### config.mk
export PLATFORM = sky130hd
export DESIGN_NAME = ssr_rx_core
export DESIGN_NICKNAME = d
export VERILOG_FILES = /design/src/core/ssr_pkg.sv /design/src/core/ssr_clk_div.sv /design/src/core/ssr_start_sel.sv /design/src/core/ssr_rx_core.sv
export SDC_FILE = /design/constraint.sdc
export NUM_CORES = 1
export LEC_CHECK = 0
export ABC_AREA = 1
export BUFFER_PORTS_ARGS = -buffer_cell sky130_fd_sc_hd__buf_2
export CAP_MARGIN = 20
export CORE_AREA = 2 2 180 182
export CTS_CLUSTER_DIAMETER = 50
export CTS_CLUSTER_SIZE = 20
export DETAILED_ROUTE_END_ITERATION = 7
export DIE_AREA = 0 0 182 184
export MAX_ROUTING_LAYER = met4
export PLACE_DENSITY = 0.69
export SYNTH_ARGS = -nofsm -noshare
export SYNTH_HDL_FRONTEND = slang
export SYNTH_SLANG_ARGS = --single-unit
### constraint.sdc
create_clock -name clk -period 4.63 [get_ports clk]
set_input_delay 0.926 -clock clk [delete_from_list [all_inputs] [get_ports clk]]
set_output_delay 0.926 -clock clk [all_outputs]
set_load 0.1 [all_outputs]
### src/core/ssr_pkg.sv
// shared constants and types of the sync serial receive path
package ssr_pkg;
   // register byte offsets
   localparam logic [7:0] OFF_CLKDIV = 8'h04;
   localparam logic [7:0] OFF_RXCLK = 8'h10;
   localparam logic [7:0] OFF_RXFRM = 8'h14;
   localparam logic [7:0] OFF_SYNCHOLD = 8'h30;
   localparam logic [7:0] OFF_CTRL = 8'h50;
   localparam logic [7:0] OFF_STATUS = 8'h54;
   // reset value of each register and writable bits of the clock, frame and control registers
   localparam logic [31:0] REG_RESET = 32'h00000000;
   localparam logic [31:0] MASK_CLKDIV = 32'h00000FFF;
   localparam logic [31:0] MASK_RXCLK = 32'hFFFF1FFF;
   localparam logic [31:0] MASK_RXFRM = 32'hF17F0FBF;
   localparam logic [31:0] MASK_CTRL = 32'h00000001;
   // field positions
   localparam int DIV_LSB = 0;
   localparam int PERIOD_LSB = 24;
   localparam int DLY_LSB = 16;
   localparam int STOP_BIT = 12;
   localparam int START_LSB = 8;
   localparam int GATE_LSB = 6;
   localparam int INV_BIT = 5;
   localparam int CKOUT_LSB = 2;
   localparam int CKSRC_LSB = 0;
   localparam int SLH_LSB = 28;
   localparam int EDGE_BIT = 24;
   localparam int SOUT_LSB = 20;
   localparam int SLL_LSB = 16;
   localparam int WPF_LSB = 8;
   localparam int ORDER_BIT = 7;
   localparam int LOOP_BIT = 5;
   localparam int WLEN_LSB = 0;
   localparam int EN_BIT = 0;
   // start condition codes
   localparam logic [3:0] START_CONT = 4'h0;
   localparam logic [3:0] START_TX = 4'h1;
   localparam logic [3:0] START_LOW = 4'h2;
   localparam logic [3:0] START_HIGH = 4'h3;
   localparam logic [3:0] START_FALL = 4'h4;
   localparam logic [3:0] START_RISE = 4'h5;
   localparam logic [3:0] START_LEVEL = 4'h6;
   localparam logic [3:0] START_EDGE = 4'h7;
   localparam logic [3:0] START_CMP0 = 4'h8;
   // clock source, gating, clock pin and sync pin codes
   localparam logic [1:0] SRC_DIV = 2'h0;
   localparam logic [1:0] SRC_TX = 2'h1;
   localparam logic [1:0] SRC_PIN = 2'h2;
   localparam logic [1:0] GATE_NONE = 2'h0;
   localparam logic [1:0] GATE_LOW = 2'h1;
   localparam logic [1:0] GATE_HIGH = 2'h2;
   localparam logic [2:0] CKOUT_CONT = 3'h1;
   localparam logic [2:0] CKOUT_XFER = 3'h2;
   localparam logic [2:0] SOUT_NEG = 3'h1;
   localparam logic [2:0] SOUT_POS = 3'h2;
   localparam logic [2:0] SOUT_LOW = 3'h3;
   localparam logic [2:0] SOUT_HIGH = 3'h4;
   localparam logic [2:0] SOUT_TOGGLE = 3'h5;
   // receiver sequencing
   typedef enum logic [1:0] {
      ST_IDLE = 2'b00,
      ST_DELAY = 2'b01,
      ST_DATA = 2'b10
   } ssr_state_e;
endpackage

### src/core/ssr_clk_div.sv
// divided bit clock generator
`timescale 1ns/1ps
module ssr_clk_div #(
   parameter int W = 12
) (
   // clock and reset
   input wire logic clk,
   input wire logic rst,
   // divider setting and divided clock level
   input wire logic [W-1:0] div,
   output logic div_clk
);
   typedef struct packed {
      logic [W-1:0] cnt;
      logic lvl;
   } ssr_div_s;

   ssr_div_s r;
   ssr_div_s n;

   // half period of div clocks, so the divided clock is clk / (2 * div)
   always_comb begin
      n = r;
      if (div == '0) begin
         n.cnt = '0;
         n.lvl = 1'b0;
      end else if (r.cnt >= div - W'(1)) begin
         n.cnt = '0; // >= keeps a shrunken divider from running away
         n.lvl = ~r.lvl;
      end else begin
         n.cnt = r.cnt + W'(1);
      end
   end

   always_ff @(posedge clk) begin
      if (rst) begin
         r <= '0;
      end else begin
         r <= n;
      end
   end

   assign div_clk = r.lvl;
endmodule

### src/core/ssr_start_sel.sv
// start condition decoder for the receiver
`timescale 1ns/1ps
module ssr_start_sel (
   // start code and conditions seen at a sampling edge
   input wire logic [3:0] code,
   input wire logic sync_now,
   input wire logic sync_prev,
   input wire logic tx_pend,
   input wire logic cmp0_hit,
   // start event
   output logic hit
);
   // levels and edges are judged on sampled frame sync values
   always_comb begin
      case (code)
         ssr_pkg::START_CONT: hit = 1'b1;
         ssr_pkg::START_TX: hit = tx_pend;
         ssr_pkg::START_LOW: hit = ~sync_now;
         ssr_pkg::START_HIGH: hit = sync_now;
         ssr_pkg::START_FALL: hit = sync_prev & ~sync_now;
         ssr_pkg::START_RISE: hit = ~sync_prev & sync_now;
         ssr_pkg::START_LEVEL: hit = sync_prev ^ sync_now;
         ssr_pkg::START_EDGE: hit = sync_prev ^ sync_now;
         ssr_pkg::START_CMP0: hit = cmp0_hit;
         default: hit = 1'b0;
      endcase
   end
endmodule

### src/core/ssr_rx_core.sv
// receive clock, frame and word path of the sync serial controller
//
// The APB interface to the registers is this design's own decision.
`timescale 1ns/1ps
module ssr_rx_core #(
   parameter int SW = 16
) (
   // clock and reset
   input wire logic clk,
   input wire logic rst,
   // apb slave
   input wire logic psel,
   input wire logic penable,
   input wire logic pwrite,
   input wire logic [7:0] paddr,
   input wire logic [31:0] pwdata,
   output logic [31:0] prdata,
   output logic pready,
   output logic pslverr,
   // receive clock pin
   input wire logic rx_clk_pin,
   output logic rx_clk_drv,
   output logic rx_clk_oe,
   // receive frame sync pin
   input wire logic rx_sync_pin,
   output logic rx_sync_drv,
   output logic rx_sync_oe,
   // receive data pin
   input wire logic rx_data,
   // transmitter side signals
   input wire logic tx_clk,
   input wire logic tx_sync,
   input wire logic tx_data,
   input wire logic tx_start,
   // compare patterns
   input wire logic [SW-1:0] cmp0,
   input wire logic [SW-1:0] cmp1,
   // received words
   output logic [31:0] rx_word,
   output logic rx_word_valid
);
   typedef struct packed {
      logic [31:0] clkdiv;
      logic [31:0] rxclk;
      logic [31:0] rxfrm;
      logic enable;
      logic sync_flag;
      logic prev_clk;
      logic sync_q;
      logic sync_p;
      logic tx_pend;
      logic [SW-1:0] hunt;
      logic [SW-1:0] sync_hold;
      ssr_pkg::ssr_state_e st;
      logic [7:0] dly;
      logic [4:0] bit_cnt;
      logic [3:0] word_cnt;
      logic [31:0] shreg;
      logic [31:0] word;
      logic word_valid;
      logic cmp1_seen;
      logic [8:0] per_cnt;
      logic pulse_req;
      logic pulse_on;
      logic [7:0] pulse_cnt;
      logic toggle;
      logic sync_o;
      logic sync_oe;
      logic clk_o;
      logic clk_oe;
      logic pready;
      logic pslverr;
      logic [31:0] prdata;
   } ssr_core_s;

   ssr_core_s r;
   ssr_core_s n;

   // configuration fields
   logic [7:0] period;
   logic [7:0] start_delay;
   logic stop_sel;
   logic [3:0] start_sel;
   logic [1:0] clock_gating_select;
   logic clock_inversion;
   logic [2:0] clock_output_select;
   logic [1:0] clock_source_select;
   logic [7:0] sync_length;
   logic sync_edge_select;
   logic [2:0] sync_output_select;
   logic [3:0] words_per_frame;
   logic bit_order;
   logic loop_sel;
   logic [4:0] word_length;
   logic div_clk;
   logic [SW-1:0] cmp_mask;
   logic [31:0] rd;
   logic addr_ok;
   logic go;
   logic [SW-1:0] hunt_n;
   logic cmp0_hit;
   logic cmp1_hit;
   logic din;
   logic sync_in;
   logic src_clk;
   logic gate_ok;
   logic gclk;
   logic s_edge;
   logic d_edge;

   assign period = r.rxclk[ssr_pkg::PERIOD_LSB +: 8];
   assign start_delay = r.rxclk[ssr_pkg::DLY_LSB +: 8];
   assign stop_sel = r.rxclk[ssr_pkg::STOP_BIT];
   assign start_sel = r.rxclk[ssr_pkg::START_LSB +: 4];
   assign clock_gating_select = r.rxclk[ssr_pkg::GATE_LSB +: 2];
   assign clock_inversion = r.rxclk[ssr_pkg::INV_BIT];
   assign clock_output_select = r.rxclk[ssr_pkg::CKOUT_LSB +: 3];
   assign clock_source_select = r.rxclk[ssr_pkg::CKSRC_LSB +: 2];
   assign sync_length = {r.rxfrm[ssr_pkg::SLH_LSB +: 4],
                         r.rxfrm[ssr_pkg::SLL_LSB +: 4]};
   assign sync_edge_select = r.rxfrm[ssr_pkg::EDGE_BIT];
   assign sync_output_select = r.rxfrm[ssr_pkg::SOUT_LSB +: 3];
   assign words_per_frame = r.rxfrm[ssr_pkg::WPF_LSB +: 4];
   assign bit_order = r.rxfrm[ssr_pkg::ORDER_BIT];
   assign loop_sel = r.rxfrm[ssr_pkg::LOOP_BIT];
   assign word_length = r.rxfrm[ssr_pkg::WLEN_LSB +: 5];

   ssr_clk_div #(
      .W(12)
   ) u_div (
      .clk(clk),
      .rst(rst),
      .div(r.clkdiv[ssr_pkg::DIV_LSB +: 12]),
      .div_clk(div_clk)
   );

   // bits beyond the sync length take no part in holding or compare
   for (genvar g = 0; g < SW; g++) begin : g_mask
      assign cmp_mask[g] = (sync_length >= 8'(g));
   end

   // loop mode takes sync and data from the transmitter, and its clock in place of the clock pin
   always_comb begin
      din = loop_sel ? tx_data : rx_data;
      sync_in = loop_sel ? tx_sync : rx_sync_pin;
      case (clock_source_select)
         ssr_pkg::SRC_DIV: src_clk = div_clk;
         ssr_pkg::SRC_TX: src_clk = tx_clk;
         ssr_pkg::SRC_PIN: src_clk = loop_sel ? tx_clk : rx_clk_pin;
         default: src_clk = 1'b0;
      endcase
      case (clock_gating_select)
         ssr_pkg::GATE_NONE: gate_ok = 1'b1;
         ssr_pkg::GATE_LOW: gate_ok = ~sync_in;
         ssr_pkg::GATE_HIGH: gate_ok = sync_in;
         default: gate_ok = 1'b0;
      endcase
      gclk = src_clk & gate_ok;
      // sampling and driving edges swap with inversion
      s_edge = clock_inversion ? (gclk & ~r.prev_clk) : (~gclk & r.prev_clk);
      d_edge = clock_inversion ? (~gclk & r.prev_clk) : (gclk & ~r.prev_clk);
      hunt_n = {r.hunt[SW-2:0], din};
      cmp0_hit = ((hunt_n ^ cmp0) & cmp_mask) == '0;
      cmp1_hit = ((hunt_n ^ cmp1) & cmp_mask) == '0;
   end

   ssr_start_sel u_start (
      .code(start_sel),
      .sync_now(sync_in),
      .sync_prev(r.sync_q),
      .tx_pend(r.tx_pend),
      .cmp0_hit(cmp0_hit),
      .hit(go)
   );

   // register read decode; anything else is answered with an error
   always_comb begin
      rd = ssr_pkg::REG_RESET;
      addr_ok = 1'b1;
      case (paddr)
         ssr_pkg::OFF_CLKDIV: rd = r.clkdiv;
         ssr_pkg::OFF_RXCLK: rd = r.rxclk;
         ssr_pkg::OFF_RXFRM: rd = r.rxfrm;
         ssr_pkg::OFF_SYNCHOLD: rd = 32'(r.sync_hold);
         ssr_pkg::OFF_CTRL: rd = 32'(r.enable);
         ssr_pkg::OFF_STATUS: rd = {30'h00000000, r.sync_flag, r.st != ssr_pkg::ST_IDLE};
         default: addr_ok = 1'b0;
      endcase
   end

   // whole next state of the block
   always_comb begin
      n = r;
      n.word_valid = 1'b0;
      // apb: one wait state so that read data comes from a flop
      n.pready = psel & penable & ~r.pready;
      if (psel && penable && !r.pready) begin
         n.prdata = rd;
         n.pslverr = ~addr_ok;
      end
      if (psel && penable && r.pready && pwrite && addr_ok) begin
         case (paddr)
            ssr_pkg::OFF_CLKDIV: n.clkdiv = pwdata & ssr_pkg::MASK_CLKDIV;
            ssr_pkg::OFF_RXCLK: n.rxclk = pwdata & ssr_pkg::MASK_RXCLK;
            ssr_pkg::OFF_RXFRM: n.rxfrm = pwdata & ssr_pkg::MASK_RXFRM;
            ssr_pkg::OFF_CTRL: n.enable = pwdata[ssr_pkg::EN_BIT];
            ssr_pkg::OFF_STATUS: n.sync_flag = r.sync_flag & ~pwdata[1];
            default: n.enable = r.enable;
         endcase
      end
      // clock pin shows the selected clock, never the inverted one
      n.prev_clk = gclk;
      n.clk_oe = clock_output_select == ssr_pkg::CKOUT_CONT ||
                 clock_output_select == ssr_pkg::CKOUT_XFER;
      case (clock_output_select)
         ssr_pkg::CKOUT_CONT: n.clk_o = src_clk;
         ssr_pkg::CKOUT_XFER: n.clk_o = src_clk & (r.st == ssr_pkg::ST_DATA);
         default: n.clk_o = 1'b0;
      endcase
      // sampling edge: sync, compare hunt and the receive sequence
      if (s_edge) begin
         n.sync_p = r.sync_q;
         n.sync_q = sync_in;
         n.hunt = hunt_n;
         n.tx_pend = 1'b0;
         if (sync_edge_select ? (r.sync_q & ~sync_in) : (~r.sync_q & sync_in)) begin
            n.sync_flag = 1'b1;
         end
         if (start_sel == ssr_pkg::START_CMP0 && stop_sel && cmp1_hit) begin
            n.cmp1_seen = 1'b1;
         end
         case (r.st)
            ssr_pkg::ST_IDLE: begin
               // a zero word length is refused, the receiver stays idle
               if (r.enable && go && word_length != 5'h00) begin
                  n.sync_hold = hunt_n & cmp_mask;
                  n.toggle = ~r.toggle;
                  n.cmp1_seen = 1'b0;
                  n.pulse_req = period == 8'h00;
                  n.bit_cnt = 5'h00;
                  n.word_cnt = 4'h0;
                  n.dly = 8'h00;
                  n.st = start_delay != 8'h00 ? ssr_pkg::ST_DELAY
                                              : ssr_pkg::ST_DATA;
               end
            end
            ssr_pkg::ST_DELAY: begin
               if (r.dly == start_delay - 8'h01) begin
                  n.st = ssr_pkg::ST_DATA;
               end else begin
                  n.dly = r.dly + 8'h01;
               end
            end
            ssr_pkg::ST_DATA: begin
               n.shreg = r.bit_cnt == 5'h00 ? 32'h00000000 : r.shreg;
               if (bit_order) begin
                  n.shreg = {n.shreg[30:0], din};
               end else begin
                  n.shreg[r.bit_cnt] = din;
               end
               n.bit_cnt = r.bit_cnt + 5'h01;
               if (r.bit_cnt == word_length) begin
                  n.bit_cnt = 5'h00;
                  n.word = n.shreg;
                  n.word_valid = 1'b1;
                  n.word_cnt = r.word_cnt + 4'h1;
                  if (r.word_cnt == words_per_frame) begin
                     n.word_cnt = 4'h0;
                     // continuous start, or compare run waiting for compare 1
                     if (!(start_sel == ssr_pkg::START_CONT ||
                           (start_sel == ssr_pkg::START_CMP0 && stop_sel
                            && !n.cmp1_seen))) begin
                        n.st = ssr_pkg::ST_IDLE;
                     end
                  end
                  // disable lands at a word boundary, never mid word
                  if (!r.enable) begin
                     n.st = ssr_pkg::ST_IDLE;
                  end
               end
            end
            default: n.st = ssr_pkg::ST_IDLE;
         endcase
      end
      // set wins over consumption in the same cycle
      if (tx_start) begin
         n.tx_pend = 1'b1;
      end
      // driving edge: periodic sync, pulse shaping and sync pin
      if (d_edge) begin
         n.pulse_req = 1'b0;
         n.per_cnt = 9'h000;
         if (period != 8'h00 && r.per_cnt < {period, 1'b1}) begin
            n.per_cnt = r.per_cnt + 9'h001;
         end
         // >= keeps a shrunken period from letting the counter run away
         if ((period != 8'h00 && r.per_cnt >= {period, 1'b1}) || r.pulse_req) begin
            n.pulse_on = 1'b1;
            n.pulse_cnt = sync_length;
         end else if (r.pulse_on) begin
            if (r.pulse_cnt == 8'h00) begin
               n.pulse_on = 1'b0;
            end else begin
               n.pulse_cnt = r.pulse_cnt - 8'h01;
            end
         end
         case (sync_output_select)
            ssr_pkg::SOUT_NEG: n.sync_o = ~n.pulse_on;
            ssr_pkg::SOUT_POS: n.sync_o = n.pulse_on;
            ssr_pkg::SOUT_LOW: n.sync_o = r.st != ssr_pkg::ST_DATA;
            ssr_pkg::SOUT_HIGH: n.sync_o = r.st == ssr_pkg::ST_DATA;
            ssr_pkg::SOUT_TOGGLE: n.sync_o = r.toggle;
            default: n.sync_o = 1'b0;
         endcase
      end
      // a shortened sync length cuts a running pulse down at once
      if (n.pulse_cnt > sync_length) begin
         n.pulse_cnt = sync_length;
      end
      n.sync_oe = sync_output_select >= ssr_pkg::SOUT_NEG &&
                  sync_output_select <= ssr_pkg::SOUT_TOGGLE;
   end

   // single state register, all zero after reset
   always_ff @(posedge clk) begin
      if (rst) begin
         r <= '0;
      end else begin
         r <= n;
      end
   end

   // every output straight from the state register
   assign prdata = r.prdata;
   assign pready = r.pready;
   assign pslverr = r.pslverr;
   assign rx_clk_drv = r.clk_o;
   assign rx_clk_oe = r.clk_oe;
   assign rx_sync_drv = r.sync_o;
   assign rx_sync_oe = r.sync_oe;
   assign rx_word = r.word;
   assign rx_word_valid = r.word_valid;
endmodule

==> flow_results.xml, run 1 <==
<?xml version="1.0" encoding="UTF-8"?>
<metrics>
  <group name="run_status">
    <metric name="status" unit="">finished, final reports clean</metric>
  </group>
  <group name="timing">
    <metric name="maximum_clock_frequency" unit="MHz">279.0</metric>
    <metric name="period_minus_slack" unit="ps">3584</metric>
    <metric name="final-setup-viol-count" unit="">0</metric>
    <metric name="finalClockSkew" unit="ps">35.15</metric>
    <metric name="timing.final.max_slew_violations" unit="">0</metric>
    <metric name="hold_slack" unit="ps">441.0</metric>
    <metric name="final_hold_viol_count" unit="">0</metric>
    <metric name="rsz0062_at_grt" unit="">no</metric>
    <metric name="max_slew.worst_pin.slew" unit="ps">897.5</metric>
    <metric name="final.period_utilization" unit="">0.7742</metric>
    <metric name="tns" unit="ps">0</metric>
    <metric name="timing.slew.headroom" unit="">0.4002</metric>
    <metric name="timing.final.ws_setup" unit="ps">1046</metric>
  </group>
  <group name="placement">
    <metric name="dp_hpwl" unit="um">28490</metric>
    <metric name="post_dp_cell_area" unit="sq mm">0.01470</metric>
    <metric name="place_worst_setup_slack" unit="ps">767.0</metric>
    <metric name="placed_cells" unit="">2465</metric>
    <metric name="port_buffers" unit="">151</metric>
    <metric name="place_congestion" unit="">0.9420</metric>
  </group>
  <group name="logic_synthesis">
    <metric name="multiplexer_fraction_of_the_synthesized_cell_area" unit="">0</metric>
    <metric name="post_synth_and_or_nand_nor_area_fraction" unit="">0.2294</metric>
    <metric name="synth_cell_type_count" unit="">52</metric>
    <metric name="syn-instance-count" unit="">2058</metric>
    <metric name="synth_ff_type" unit="">dfxtp_1</metric>
    <metric name="synth_top_area_cell" unit="">dfxtp_1</metric>
    <metric name="synth_area_per_cell" unit="sq um">6.930</metric>
    <metric name="proportion_of_synthesized_flip_flops_having_asynchronous_set_or_reset" unit="">0</metric>
    <metric name="register_bit_count_reported_by_yosys" unit="">256</metric>
    <metric name="yosys.area_share.xor_xnor" unit="">0.04422</metric>
    <metric name="synth_top_family_by_area" unit="">simple AND/OR/NAND/NOR gates</metric>
    <metric name="synth_fp_nets" unit="">2187</metric>
    <metric name="synth_compound_gate_area_share" unit="">0.2007</metric>
    <metric name="synth-warning-count" unit="">0</metric>
    <metric name="synth_enable_flop_cells" unit="">0</metric>
    <metric name="post_synthesis_instance_area" unit="sq mm">0.01426</metric>
    <metric name="seq_area_frac_synth" unit="">0.3594</metric>
    <metric name="synth_fa_ha_area_frac" unit="">0.03948</metric>
    <metric name="synth_top_area_share" unit="">0.3594</metric>
    <metric name="ys_top_cells_by_area" unit="">dfxtp_1 36%, nand2_1 8.3%, o21ai_0 7.8%</metric>
  </group>
  <group name="critical_path">
    <metric name="critPathCaptureType" unit="">flip-flop</metric>
    <metric name="critical-path-top-cell-by-count" unit="">nand2_1</metric>
    <metric name="cp_top_family" unit="">compound AO/OA/AOI/OAI gates</metric>
    <metric name="r2r_setup_slack" unit="ps">1050</metric>
    <metric name="critical_path.cell_chain" unit="">inv_2 &gt; nand2_2 &gt; nand2_2 &gt; o21ai_2 &gt; nor2_4 &gt; nor2_2 &gt; nand2_1 &gt; nand2_1 &gt; o211ai_1 &gt; o21ai_0 &gt; inv_1 &gt; ha_1 &gt; nand2_1 &gt; inv_1 &gt; nand3_1 &gt; o32ai_1 &gt; buf_4 &gt; o21ai_0 &gt; a21oi_1</metric>
    <metric name="cp.buffers_inverters" unit="">4</metric>
    <metric name="crit_required" unit="ps">5060</metric>
    <metric name="slowest_delay" unit="ps">530</metric>
    <metric name="setup.worst_path.start_class" unit="">flip-flop</metric>
    <metric name="worstPathArrival" unit="ps">4010</metric>
    <metric name="slowest_stage" unit="">nand2_1</metric>
    <metric name="worst-path-max-fanout" unit="">20</metric>
    <metric name="worst-setup-path-type" unit="">reg2reg</metric>
  </group>
  <group name="final_layout">
    <metric name="flow.area_growth_from_synthesis" unit="%">11.13</metric>
    <metric name="fin_cells" unit="">2529</metric>
    <metric name="drive_gt1_frac" unit="">0.1260</metric>
    <metric name="nNetsFinal" unit="">2230</metric>
    <metric name="antenna-diode-count" unit="">0</metric>
    <metric name="layout.cell_area.non_filler" unit="sq mm">0.01585</metric>
  </group>
  <group name="clocking">
    <metric name="postcts_setup_bufs" unit="">0</metric>
    <metric name="cts_resized" unit="">0</metric>
    <metric name="cts.clk_slew.worst_paths" unit="ps">60</metric>
    <metric name="cts_sinks" unit="">256</metric>
    <metric name="cts_tree" unit="">yes</metric>
    <metric name="cts-root-buf" unit="">clkbuf_16</metric>
    <metric name="worstSkewPairLatency" unit="ps">520</metric>
    <metric name="hold_buffers" unit="">0</metric>
    <metric name="ctsLongestPathBuffers" unit="">3</metric>
    <metric name="cts_max_level" unit="">2</metric>
    <metric name="cts_made_buffers" unit="">35</metric>
  </group>
  <group name="routing">
    <metric name="vias" unit="">13720</metric>
    <metric name="route.final.wire_length" unit="um">40050</metric>
    <metric name="postRouteAntennaNets" unit="">0</metric>
    <metric name="first_pass_drt_iterations" unit="">5</metric>
    <metric name="avgRoutedWirePerCell" unit="um">15.83</metric>
    <metric name="drt_first_iter_violations" unit="">1078</metric>
    <metric name="remaining_drc_errors" unit="">0</metric>
    <metric name="routed_via_density" unit="">5.423</metric>
  </group>
  <group name="die">
    <metric name="fp.dieW" unit="um">182</metric>
    <metric name="die_area" unit="sq mm">0.03349</metric>
    <metric name="floorplan.initialDensity" unit="">0.4543</metric>
    <metric name="core-area" unit="sq mm">0.03139</metric>
    <metric name="io-pin-count" unit="">155</metric>
    <metric name="die-height" unit="um">184</metric>
    <metric name="rows" unit="">65</metric>
  </group>
  <group name="grt">
    <metric name="all_layer_global_routing_usage" unit="">0.2404</metric>
    <metric name="grt_first_pass_wirelength" unit="um">64050</metric>
    <metric name="grt_antenna_before_repair" unit="">0</metric>
    <metric name="number_of_global_route_vias_before_repair" unit="">12560</metric>
    <metric name="grt_remaining_overflow" unit="">0</metric>
    <metric name="maximum_number_of_pins_on_one_net_before_global_route_repair" unit="">91</metric>
  </group>
  <group name="power">
    <metric name="static-leakage-power" unit="nW">6.732</metric>
    <metric name="max_vdd_drop" unit="uV">259.8</metric>
    <metric name="p_per_area" unit="mW/mm^2">336.5</metric>
  </group>
  <group name="min_path">
    <metric name="hold_path_class" unit="">reg2reg</metric>
  </group>
  <group name="run">
    <metric name="max_cap_violations" unit="">0</metric>
  </group>
</metrics>
-- per-layer routing --
| metal | wire length (um) | global-route usage | vias to the layer above |
|---|---|---|---|
| li1 | - | - | 6836 |
| met1 | 18630 | 0.3162 | 6344 |
| met2 | 17980 | 0.3831 | 449 |
| met3 | 2299 | 0.03090 | 86 |
| met4 | 1137 | 0.08129 | 0 |
| met5 | 0 | - | - |
-- placed cells by master (no fill, tap or decap), types with 26 or more instances in the layout --
| cell | Yosys | routed |
|---|---|---|
| xor2_1 | 46 | 46 |
| nand3_1 | 87 | 87 |
| a21oi_1 | 208 | 208 |
| xnor2_1 | 26 | 26 |
| clkbuf_16 | 0 | 36 |
| dfxtp_1 | 256 | 256 |
| inv_1 | 215 | 214 |
| o22ai_1 | 30 | 30 |
| o21ai_0 | 223 | 223 |
| ha_1 | 45 | 45 |
| buf_2 | 16 | 151 |
| nor3_1 | 37 | 37 |
| nand4_1 | 36 | 36 |
| nand2_1 | 317 | 316 |
| nor2_1 | 243 | 242 |
-- synth_stat cells, types with 6 or more instances --
master    count
a31oi_1      24
inv_1       215
nand3_1      87
xor2_1       46
nor3_1       37
buf_4        64
nor2_1      243
buf_2        16
dfxtp_1     256
nand2_1     317
nand4_1      36
buf_6        11
a21oi_1     208
a211oi_1      7
clkbuf_1     64
nand2_2      10
o22ai_1      30
o21ai_0     223
ha_1         45
o211ai_1      6
xnor2_1      26
o21ai_1      11
-- per-stage QoR --
stage	utilization	total power, mW
final	0.5049	5.332
after floorplan	-	2.601
after CTS	0.5046	5.370
after detailed placement	0.4682	2.734
after global routing	0.5049	5.529
after global placement	0.4682	2.722
-- power by group --
group	internal (mW)	leakage (nW)	total, mW	switching, mW
registers	2.23	2.06	2.25	0.0231
logic	0.157	4.12	0.442	0.284
clock network	1.59	0.549	2.64	1.04
-- sequential cells by signal, indices dropped and copies added, names as in the netlist, 2 cells and up --
| register | flops |
|---|---|
| prdata | 32 |
| clock_gating_select | 2 |
| clock_output_select | 3 |
| period | 8 |
| u_div.r | 12 |
| r | 139 |
| clock_source_select | 2 |
| hunt_n | 15 |
| rx_word | 32 |
-- final cells by class --
cell class | instances | area, sq um
tap | 402 | 503.0
multi-input combinational | 1415 | 7333
timing repair buffer | 168 | 895.9
clock buffer | 48 | 1006
clock inverter | 15 | 138.9
fill | 3136 | 15540
sequential | 256 | 5125
inverter | 225 | 847.1
-- cell families after synthesis --
kind of cell / Yosys count
buffers and inverters: 387
DFF: 256
AOI/OAI and AO/OA: 535
xor gates and xnor gates: 72
adders and majority gates: 45
and+or+nand+nor: 763
-- final timing paths --
check	cells after the start	endpoint	startpoint
setup / recovery	19	r[42]$_SDFF_PP0_	loop_sel$_SDFFE_PP0P_
hold / removal	2	rx_word[23]$_SDFFE_PP0P_	rx_word[23]$_SDFFE_PP0P_
setup reg to reg	19	r[42]$_SDFF_PP0_	loop_sel$_SDFFE_PP0P_
hold reg to reg	2	rx_word[23]$_SDFFE_PP0P_	rx_word[23]$_SDFFE_PP0P_
-- tightest hold or removal path: cells and delay by family, from the launching register on --
family / cells / cell delay, ps
flops: 1 / 300
compound gates: 1 / 50
buf+inv: 1 / 40
(Power assumes the default switching activity.)
==> run 2, diff against run 1 <==
Clock period 4.63 ns to 3.6 ns, I/O delays scaled along.
==> flow_results.xml, run 2 (synthesis results as in run 1) <==
<?xml version="1.0" encoding="UTF-8"?>
<metrics>
  <group name="min_path">
    <metric name="hold-path-cell-count" unit="">3</metric>
    <metric name="hold_path_class" unit="">in2reg</metric>
  </group>
  <group name="critical_path">
    <metric name="reg2reg_depth" unit="">19</metric>
    <metric name="worstPathArrival" unit="ps">3770</metric>
    <metric name="critical-path-top-cell-by-count" unit="">nand2_1</metric>
    <metric name="critical_path.cell_chain" unit="">inv_2 &gt; nand2_2 &gt; nand2_2 &gt; o21ai_2 &gt; nor2_4 &gt; nor2_2 &gt; nand2_1 &gt; nand2_1 &gt; o211ai_1 &gt; o21ai_0 &gt; inv_1 &gt; ha_1 &gt; nand2_1 &gt; inv_1 &gt; nand3_1 &gt; o32ai_1 &gt; buf_4 &gt; o21ai_0 &gt; a21oi_1</metric>
    <metric name="setup.worst_path.start_class" unit="">flip-flop</metric>
    <metric name="cp.buffers_inverters" unit="">4</metric>
    <metric name="cp_top_family" unit="">compound AO/OA/AOI/OAI gates</metric>
    <metric name="critPathCaptureType" unit="">flip-flop</metric>
    <metric name="slowest_stage" unit="">dfxtp_1</metric>
    <metric name="slowest_delay" unit="ps">470</metric>
    <metric name="worst-setup-path-type" unit="">reg2reg</metric>
    <metric name="critical_path_cell_count" unit="">19</metric>
    <metric name="worst-path-max-fanout" unit="">13</metric>
    <metric name="crit_required" unit="ps">4040</metric>
  </group>
  <group name="die">
    <metric name="floorplan.initialDensity" unit="">0.4543</metric>
    <metric name="fp.dieW" unit="um">182</metric>
    <metric name="io-pin-count" unit="">155</metric>
    <metric name="rows" unit="">65</metric>
    <metric name="die_area" unit="sq mm">0.03349</metric>
    <metric name="core-area" unit="sq mm">0.03139</metric>
    <metric name="die-height" unit="um">184</metric>
  </group>
  <group name="timing">
    <metric name="finalClockSkew" unit="ps">36.65</metric>
    <metric name="period_minus_slack" unit="ps">3328</metric>
    <metric name="final.period_utilization" unit="">0.9244</metric>
    <metric name="timing.slew.headroom" unit="">0.5443</metric>
    <metric name="tns" unit="ps">0</metric>
    <metric name="hold_slack" unit="ps">440.1</metric>
    <metric name="max_slew.worst_pin.slew" unit="ps">679.3</metric>
    <metric name="final_hold_viol_count" unit="">0</metric>
    <metric name="timing.final.max_slew_violations" unit="">0</metric>
    <metric name="maximum_clock_frequency" unit="MHz">300.5</metric>
    <metric name="final-setup-viol-count" unit="">0</metric>
    <metric name="rsz0062_at_grt" unit="">no</metric>
  </group>
  <group name="grt">
    <metric name="number_of_global_route_vias_before_repair" unit="">12300</metric>
    <metric name="grt_antenna_before_repair" unit="">0</metric>
    <metric name="grt_remaining_overflow" unit="">0</metric>
    <metric name="grt_first_pass_wirelength" unit="um">63670</metric>
    <metric name="maximum_number_of_pins_on_one_net_before_global_route_repair" unit="">74</metric>
    <metric name="all_layer_global_routing_usage" unit="">0.2402</metric>
  </group>
  <group name="routing">
    <metric name="first_pass_drt_iterations" unit="">6</metric>
    <metric name="drt_first_iter_violations" unit="">1297</metric>
    <metric name="avgRoutedWirePerCell" unit="um">15.71</metric>
    <metric name="vias" unit="">13700</metric>
    <metric name="remaining_drc_errors" unit="">0</metric>
    <metric name="routed_via_density" unit="">5.386</metric>
    <metric name="postRouteAntennaNets" unit="">0</metric>
    <metric name="route.final.wire_length" unit="um">39960</metric>
  </group>
  <group name="placement">
    <metric name="place_congestion" unit="">0.9382</metric>
    <metric name="dp_hpwl" unit="um">28910</metric>
    <metric name="placed_cells" unit="">2481</metric>
    <metric name="port_buffers" unit="">151</metric>
  </group>
  <group name="power">
    <metric name="max_vdd_drop" unit="uV">363.7</metric>
    <metric name="finalPower" unit="mW">6.872</metric>
    <metric name="static-leakage-power" unit="nW">6.804</metric>
    <metric name="p_per_area" unit="mW/mm^2">430.2</metric>
  </group>
  <group name="clocking">
    <metric name="cts_tree" unit="">yes</metric>
    <metric name="ctsLongestPathBuffers" unit="">3</metric>
    <metric name="cts.clk_slew.worst_paths" unit="ps">60</metric>
    <metric name="cts_made_buffers" unit="">34</metric>
    <metric name="cts_max_level" unit="">2</metric>
    <metric name="cts-root-buf" unit="">clkbuf_16</metric>
    <metric name="cts_sinks" unit="">256</metric>
    <metric name="worstSkewPairLatency" unit="ps">520</metric>
  </group>
  <group name="final_layout">
    <metric name="ff_latch_area" unit="sq mm">0.005125</metric>
    <metric name="fin_cells" unit="">2543</metric>
    <metric name="largest_reg_flops" unit="">139</metric>
    <metric name="layout_commonest_cell" unit="">nand2_1</metric>
    <metric name="drive_gt1_frac" unit="">0.1336</metric>
    <metric name="antenna-diode-count" unit="">0</metric>
    <metric name="largest_register" unit="">r</metric>
    <metric name="filler_cell_count" unit="">3133</metric>
    <metric name="flow.area_growth_from_synthesis" unit="%">12.01</metric>
    <metric name="area_of_the_multi_input_gates" unit="sq mm">0.007333</metric>
    <metric name="nNetsFinal" unit="">2245</metric>
    <metric name="final_cell_mix" unit="">316 x nand2_1, 256 x dfxtp_1, 242 x nor2_1</metric>
  </group>
  <group name="run">
    <metric name="max_cap_violations" unit="">0</metric>
  </group>
  <group name="run_status">
    <metric name="status" unit="">finished, final reports clean</metric>
  </group>
</metrics>
## run 2: cell types whose count changed in the layout (fill, tap and decap cells not counted), moves of 2 or more
cell / change
inv_8: +2
clkinvlp_4: +2
clkbuf_1: -3
clkbuf_8: -5
buf_4: +15
## run 2: worst register-to-register path: stages, from the launching register on
cell and delay, ps:
dfxtp_1 470, inv_2 130, nand2_2 80, nand2_2 90
o21ai_2 210, nor2_4 60, nor2_2 120, nand2_1 70
nand2_1 380, o211ai_1 160, o21ai_0 130, inv_1 70
ha_1 290, nand2_1 60, inv_1 50, nand3_1 90
o32ai_1 340, buf_4 210, o21ai_0 70, a21oi_1 160
## run 2: cell type report
class | instances | area share
clock buffers | 39 | 0.05640
clock inverters | 22 | 0.01457
multi-input cells | 1415 | 0.4591
inverters | 225 | 0.05326
well taps | 402 | 0.03149
repair buffers | 184 | 0.06438
flip-flops and latches | 256 | 0.3208
## run 2: report_power, final
| part | internal [mW] | switching, mW | leakage (nW) | total [mW] |
|---|---|---|---|---|
| sequential | 2.87 | 0.0334 | 2.06 | 2.90 |
| clock | 1.99 | 1.39 | 0.539 | 3.39 |
| combinational | 0.217 | 0.366 | 4.20 | 0.583 |
## run 2: final timing paths
kind,from,slack (ps),to
hold reg to reg,rx_word[25]$_SDFFE_PP0P_,440,rx_word[25]$_SDFFE_PP0P_
hold / removal,tx_start,440,r[175]$_SDFFE_PP0P_
setup reg to reg,loop_sel$_SDFFE_PP0P_,270,r[45]$_SDFF_PP0_
setup / recovery,loop_sel$_SDFFE_PP0P_,270,r[45]$_SDFF_PP0_
## run 2: routing by layer
layer	vias up	global-route usage	share of wire
met2	483	0.3725	0.45
met5	-	-	0
met4	0	0.07839	0.032
li1	6861	-	-
met3	82	0.03150	0.071
met1	6271	0.3249	0.45
## run 2: timing repair
item	in CTS	in global routing
hold endpoints to repair	0	0
setup buffers	0	0
hold buffers	0	0
resized for setup	0	1
endpoints found under the setup margin	0	5
## run 2: through the flow
step | area, sq um | utilization | setup slack [ps]
4_1_cts | 15950 | 0.5081 | 295.1
2_1_floorplan | 14260 | - | 181.4
5_1_grt | 15970 | 0.5088 | 8.252
6_report | 15970 | 0.5088 | 272.2
3_5_place_dp | 14820 | 0.4720 | 76.58
3_3_place_gp | 14820 | 0.4720 | 188.0
==> run 3, diff against run 2 <==
Clock period 3.6 ns to 4.25 ns, I/O delays scaled along.
==> flow_results.xml, run 3 (synthesis results as in run 1) <==
<?xml version="1.0" encoding="UTF-8"?>
<metrics>
  <group name="timing">
    <metric name="maximum_clock_frequency" unit="MHz">280.6</metric>
    <metric name="max_slew.worst_pin.slew" unit="ps">944.0</metric>
    <metric name="tns" unit="ps">0</metric>
    <metric name="period_minus_slack" unit="ps">3564</metric>
    <metric name="rsz0062_at_grt" unit="">no</metric>
    <metric name="final.period_utilization" unit="">0.8386</metric>
    <metric name="final_hold_viol_count" unit="">0</metric>
    <metric name="timing.slew.headroom" unit="">0.3685</metric>
    <metric name="final-setup-viol-count" unit="">0</metric>
    <metric name="timing.final.max_slew_violations" unit="">0</metric>
    <metric name="hold_slack" unit="ps">439.4</metric>
    <metric name="finalClockSkew" unit="ps">42.31</metric>
  </group>
  <group name="power">
    <metric name="power.clock.fraction" unit="">0.485</metric>
    <metric name="power.net_switching" unit="mW">1.526</metric>
    <metric name="static-leakage-power" unit="nW">6.719</metric>
    <metric name="max_vdd_drop" unit="uV">244.4</metric>
    <metric name="switching_share" unit="">0.2685</metric>
    <metric name="power.combinational.fraction" unit="">0.083</metric>
    <metric name="power.share.sequential" unit="">0.432</metric>
    <metric name="p_per_area" unit="mW/mm^2">359.7</metric>
    <metric name="power.internal" unit="mW">4.157</metric>
  </group>
  <group name="min_path">
    <metric name="min-delay-start" unit="">rx_word[28]$_SDFFE_PP0P_</metric>
    <metric name="hold-path-cell-count" unit="">2</metric>
    <metric name="hold-path-endpoint" unit="">rx_word[28]$_SDFFE_PP0P_</metric>
    <metric name="hold_path_class" unit="">reg2reg</metric>
  </group>
  <group name="final_layout">
    <metric name="largest_reg_flops" unit="">139</metric>
    <metric name="nNetsFinal" unit="">2230</metric>
    <metric name="final_cell_mix" unit="">316 x nand2_1, 256 x dfxtp_1, 242 x nor2_1</metric>
    <metric name="largest_register" unit="">r</metric>
    <metric name="drive_gt1_frac" unit="">0.1275</metric>
    <metric name="layout_commonest_cell" unit="">nand2_1</metric>
    <metric name="antenna-diode-count" unit="">0</metric>
    <metric name="flow.area_growth_from_synthesis" unit="%">10.79</metric>
  </group>
  <group name="die">
    <metric name="rows" unit="">65</metric>
    <metric name="fp.dieW" unit="um">182</metric>
    <metric name="die-height" unit="um">184</metric>
    <metric name="die_area" unit="sq mm">0.03349</metric>
    <metric name="core-area" unit="sq mm">0.03139</metric>
    <metric name="io-pin-count" unit="">155</metric>
    <metric name="floorplan.initialDensity" unit="">0.4543</metric>
  </group>
  <group name="clocking">
    <metric name="worstSkewPairLatency" unit="ps">520</metric>
    <metric name="hold_buffers" unit="">0</metric>
    <metric name="postcts_setup_bufs" unit="">0</metric>
    <metric name="cts_resized" unit="">0</metric>
    <metric name="cts_made_buffers" unit="">34</metric>
    <metric name="cts.clk_slew.worst_paths" unit="ps">70</metric>
    <metric name="ctsLongestPathBuffers" unit="">3</metric>
    <metric name="cts-root-buf" unit="">clkbuf_16</metric>
    <metric name="cts_sinks" unit="">256</metric>
    <metric name="cts_max_level" unit="">2</metric>
    <metric name="cts_tree" unit="">yes</metric>
  </group>
  <group name="grt">
    <metric name="number_of_global_route_vias_before_repair" unit="">12600</metric>
    <metric name="grt_antenna_before_repair" unit="">0</metric>
    <metric name="all_layer_global_routing_usage" unit="">0.2403</metric>
    <metric name="grt.met3_usage" unit="">0.03724</metric>
    <metric name="use_met2" unit="">0.3777</metric>
    <metric name="grt_util_met1" unit="">0.3140</metric>
    <metric name="grt_first_pass_wirelength" unit="um">63750</metric>
    <metric name="grt_remaining_overflow" unit="">0</metric>
    <metric name="busiest_layer" unit="">met2</metric>
    <metric name="maximum_number_of_pins_on_one_net_before_global_route_repair" unit="">72</metric>
  </group>
  <group name="critical_path">
    <metric name="setup.worst_path.start_class" unit="">flip-flop</metric>
    <metric name="worst_r2r_endpoint" unit="">r[40]$_SDFF_PP0_</metric>
    <metric name="crit_required" unit="ps">4680</metric>
    <metric name="worstPathArrival" unit="ps">3990</metric>
    <metric name="slowest_delay" unit="ps">510</metric>
    <metric name="regToRegStartpoint" unit="">loop_sel$_SDFFE_PP0P_</metric>
    <metric name="r2r_setup_slack" unit="ps">690</metric>
    <metric name="critPathCaptureType" unit="">flip-flop</metric>
    <metric name="critical-path-top-cell-by-count" unit="">nand2_1</metric>
    <metric name="critical_path.cell_chain" unit="">inv_2 &gt; nand2_2 &gt; nand2_2 &gt; o21ai_2 &gt; nor2_4 &gt; nor2_2 &gt; nand2_1 &gt; nand2_1 &gt; o211ai_1 &gt; o21ai_0 &gt; inv_1 &gt; ha_1 &gt; nand2_1 &gt; inv_1 &gt; nand3_1 &gt; o32ai_1 &gt; buf_4 &gt; o21ai_0 &gt; a21oi_1</metric>
    <metric name="worst-setup-path-type" unit="">reg2reg</metric>
    <metric name="reg2reg_depth" unit="">19</metric>
    <metric name="worst-path-max-fanout" unit="">20</metric>
    <metric name="slowest_stage" unit="">nand2_1</metric>
    <metric name="worst_setup_path_startpoint" unit="">loop_sel$_SDFFE_PP0P_</metric>
  </group>
  <group name="routing">
    <metric name="vias" unit="">13600</metric>
    <metric name="route.final.wire_length" unit="um">39690</metric>
    <metric name="first_pass_drt_iterations" unit="">5</metric>
    <metric name="routed_via_density" unit="">5.378</metric>
    <metric name="avgRoutedWirePerCell" unit="um">15.70</metric>
    <metric name="remaining_drc_errors" unit="">0</metric>
    <metric name="postRouteAntennaNets" unit="">0</metric>
    <metric name="drt_first_iter_violations" unit="">1270</metric>
  </group>
  <group name="run_status">
    <metric name="status" unit="">finished, final reports clean</metric>
  </group>
  <group name="placement">
    <metric name="dp_hpwl" unit="um">28180</metric>
    <metric name="place_congestion" unit="">0.9337</metric>
    <metric name="port_buffers" unit="">151</metric>
  </group>
  <group name="run">
    <metric name="max_cap_violations" unit="">0</metric>
  </group>
</metrics>
## run 3: cell count changes in the layout (fill, tap and decap cells not counted)
cell	change
clkinvlp_4	-4
buf_12	-1
clkbuf_1	-1
bufinv_16	-2
inv_12	-1
inv_6	+4
inv_8	-1
clkinv_2	+1
clkinv_4	+3
clkbuf_8	-1
clkinv_8	+1
clkinv_1	+1
buf_4	-14
## run 3: worst max path at each step
stage	end	slack [ps]	cells past startpoint
2_1_floorplan	r[45]$_SDFF_PP0_	700	20
3_5_place_dp	r[40]$_SDFF_PP0_	430	19
4_1_cts	r[40]$_SDFF_PP0_	760	19
3_3_place_gp	r[46]$_SDFF_PP0_	520	19
6_report	r[40]$_SDFF_PP0_	690	19
5_1_grt	r[42]$_SDFF_PP0_	350	19
## run 3: layout make-up
| class | instances | area [sq um] |
|---|---|---|
| flip-flops and latches | 256 | 5125 |
| clock buffers | 37 | 883.3 |
| fillers | 3176 | 15590 |
| well taps | 402 | 503.0 |
| multi-input cells | 1415 | 7333 |
| inverters | 225 | 847.1 |
| repair buffers | 169 | 903.4 |
| clock inverters | 24 | 205.2 |
## run 3: worst max-delay path, delay by kind of cell (launching register included)
kind                       cells  cell delay [ps]
and+or+nand+nor                8             1080
adders and majority gates      1              300
AOI/OAI and AO/OA              6             1080
DFF                            1              480
buffers and inverters          4              510
## run 3: layer usage
metal  wire length (um)  vias to the layer above
li1                   -                     6830
met1              18060                     6233
met2              17570                      436
met3               2612                       97
met4               1458                        0
met5                  0                        -
## run 3: stage by stage
stage               setup slack, ps  instance area [sq um]  power (mW)  instances    util
CTS                           755.9                  15770       5.731       2526  0.5024
floorplan                     701.4                  14260       2.834       2058       -
finish                        686.2                  15800       5.684       2528  0.5033
global placement              518.8                  14680       2.963       2465  0.4678
global route                  346.0                  15800       5.895       2528  0.5033
detailed placement            425.6                  14680       2.978       2465  0.4678
## run 3: power by group through the flow
stage,registers (mW),logic [mW],clock network (mW)
2_1_floorplan,2.51,0.327,0
3_3_place_gp,2.51,0.457,0
3_5_place_dp,2.51,0.471,0
4_1_cts,2.45,0.474,2.80
5_1_grt,2.46,0.528,2.91
6_report,2.45,0.474,2.76
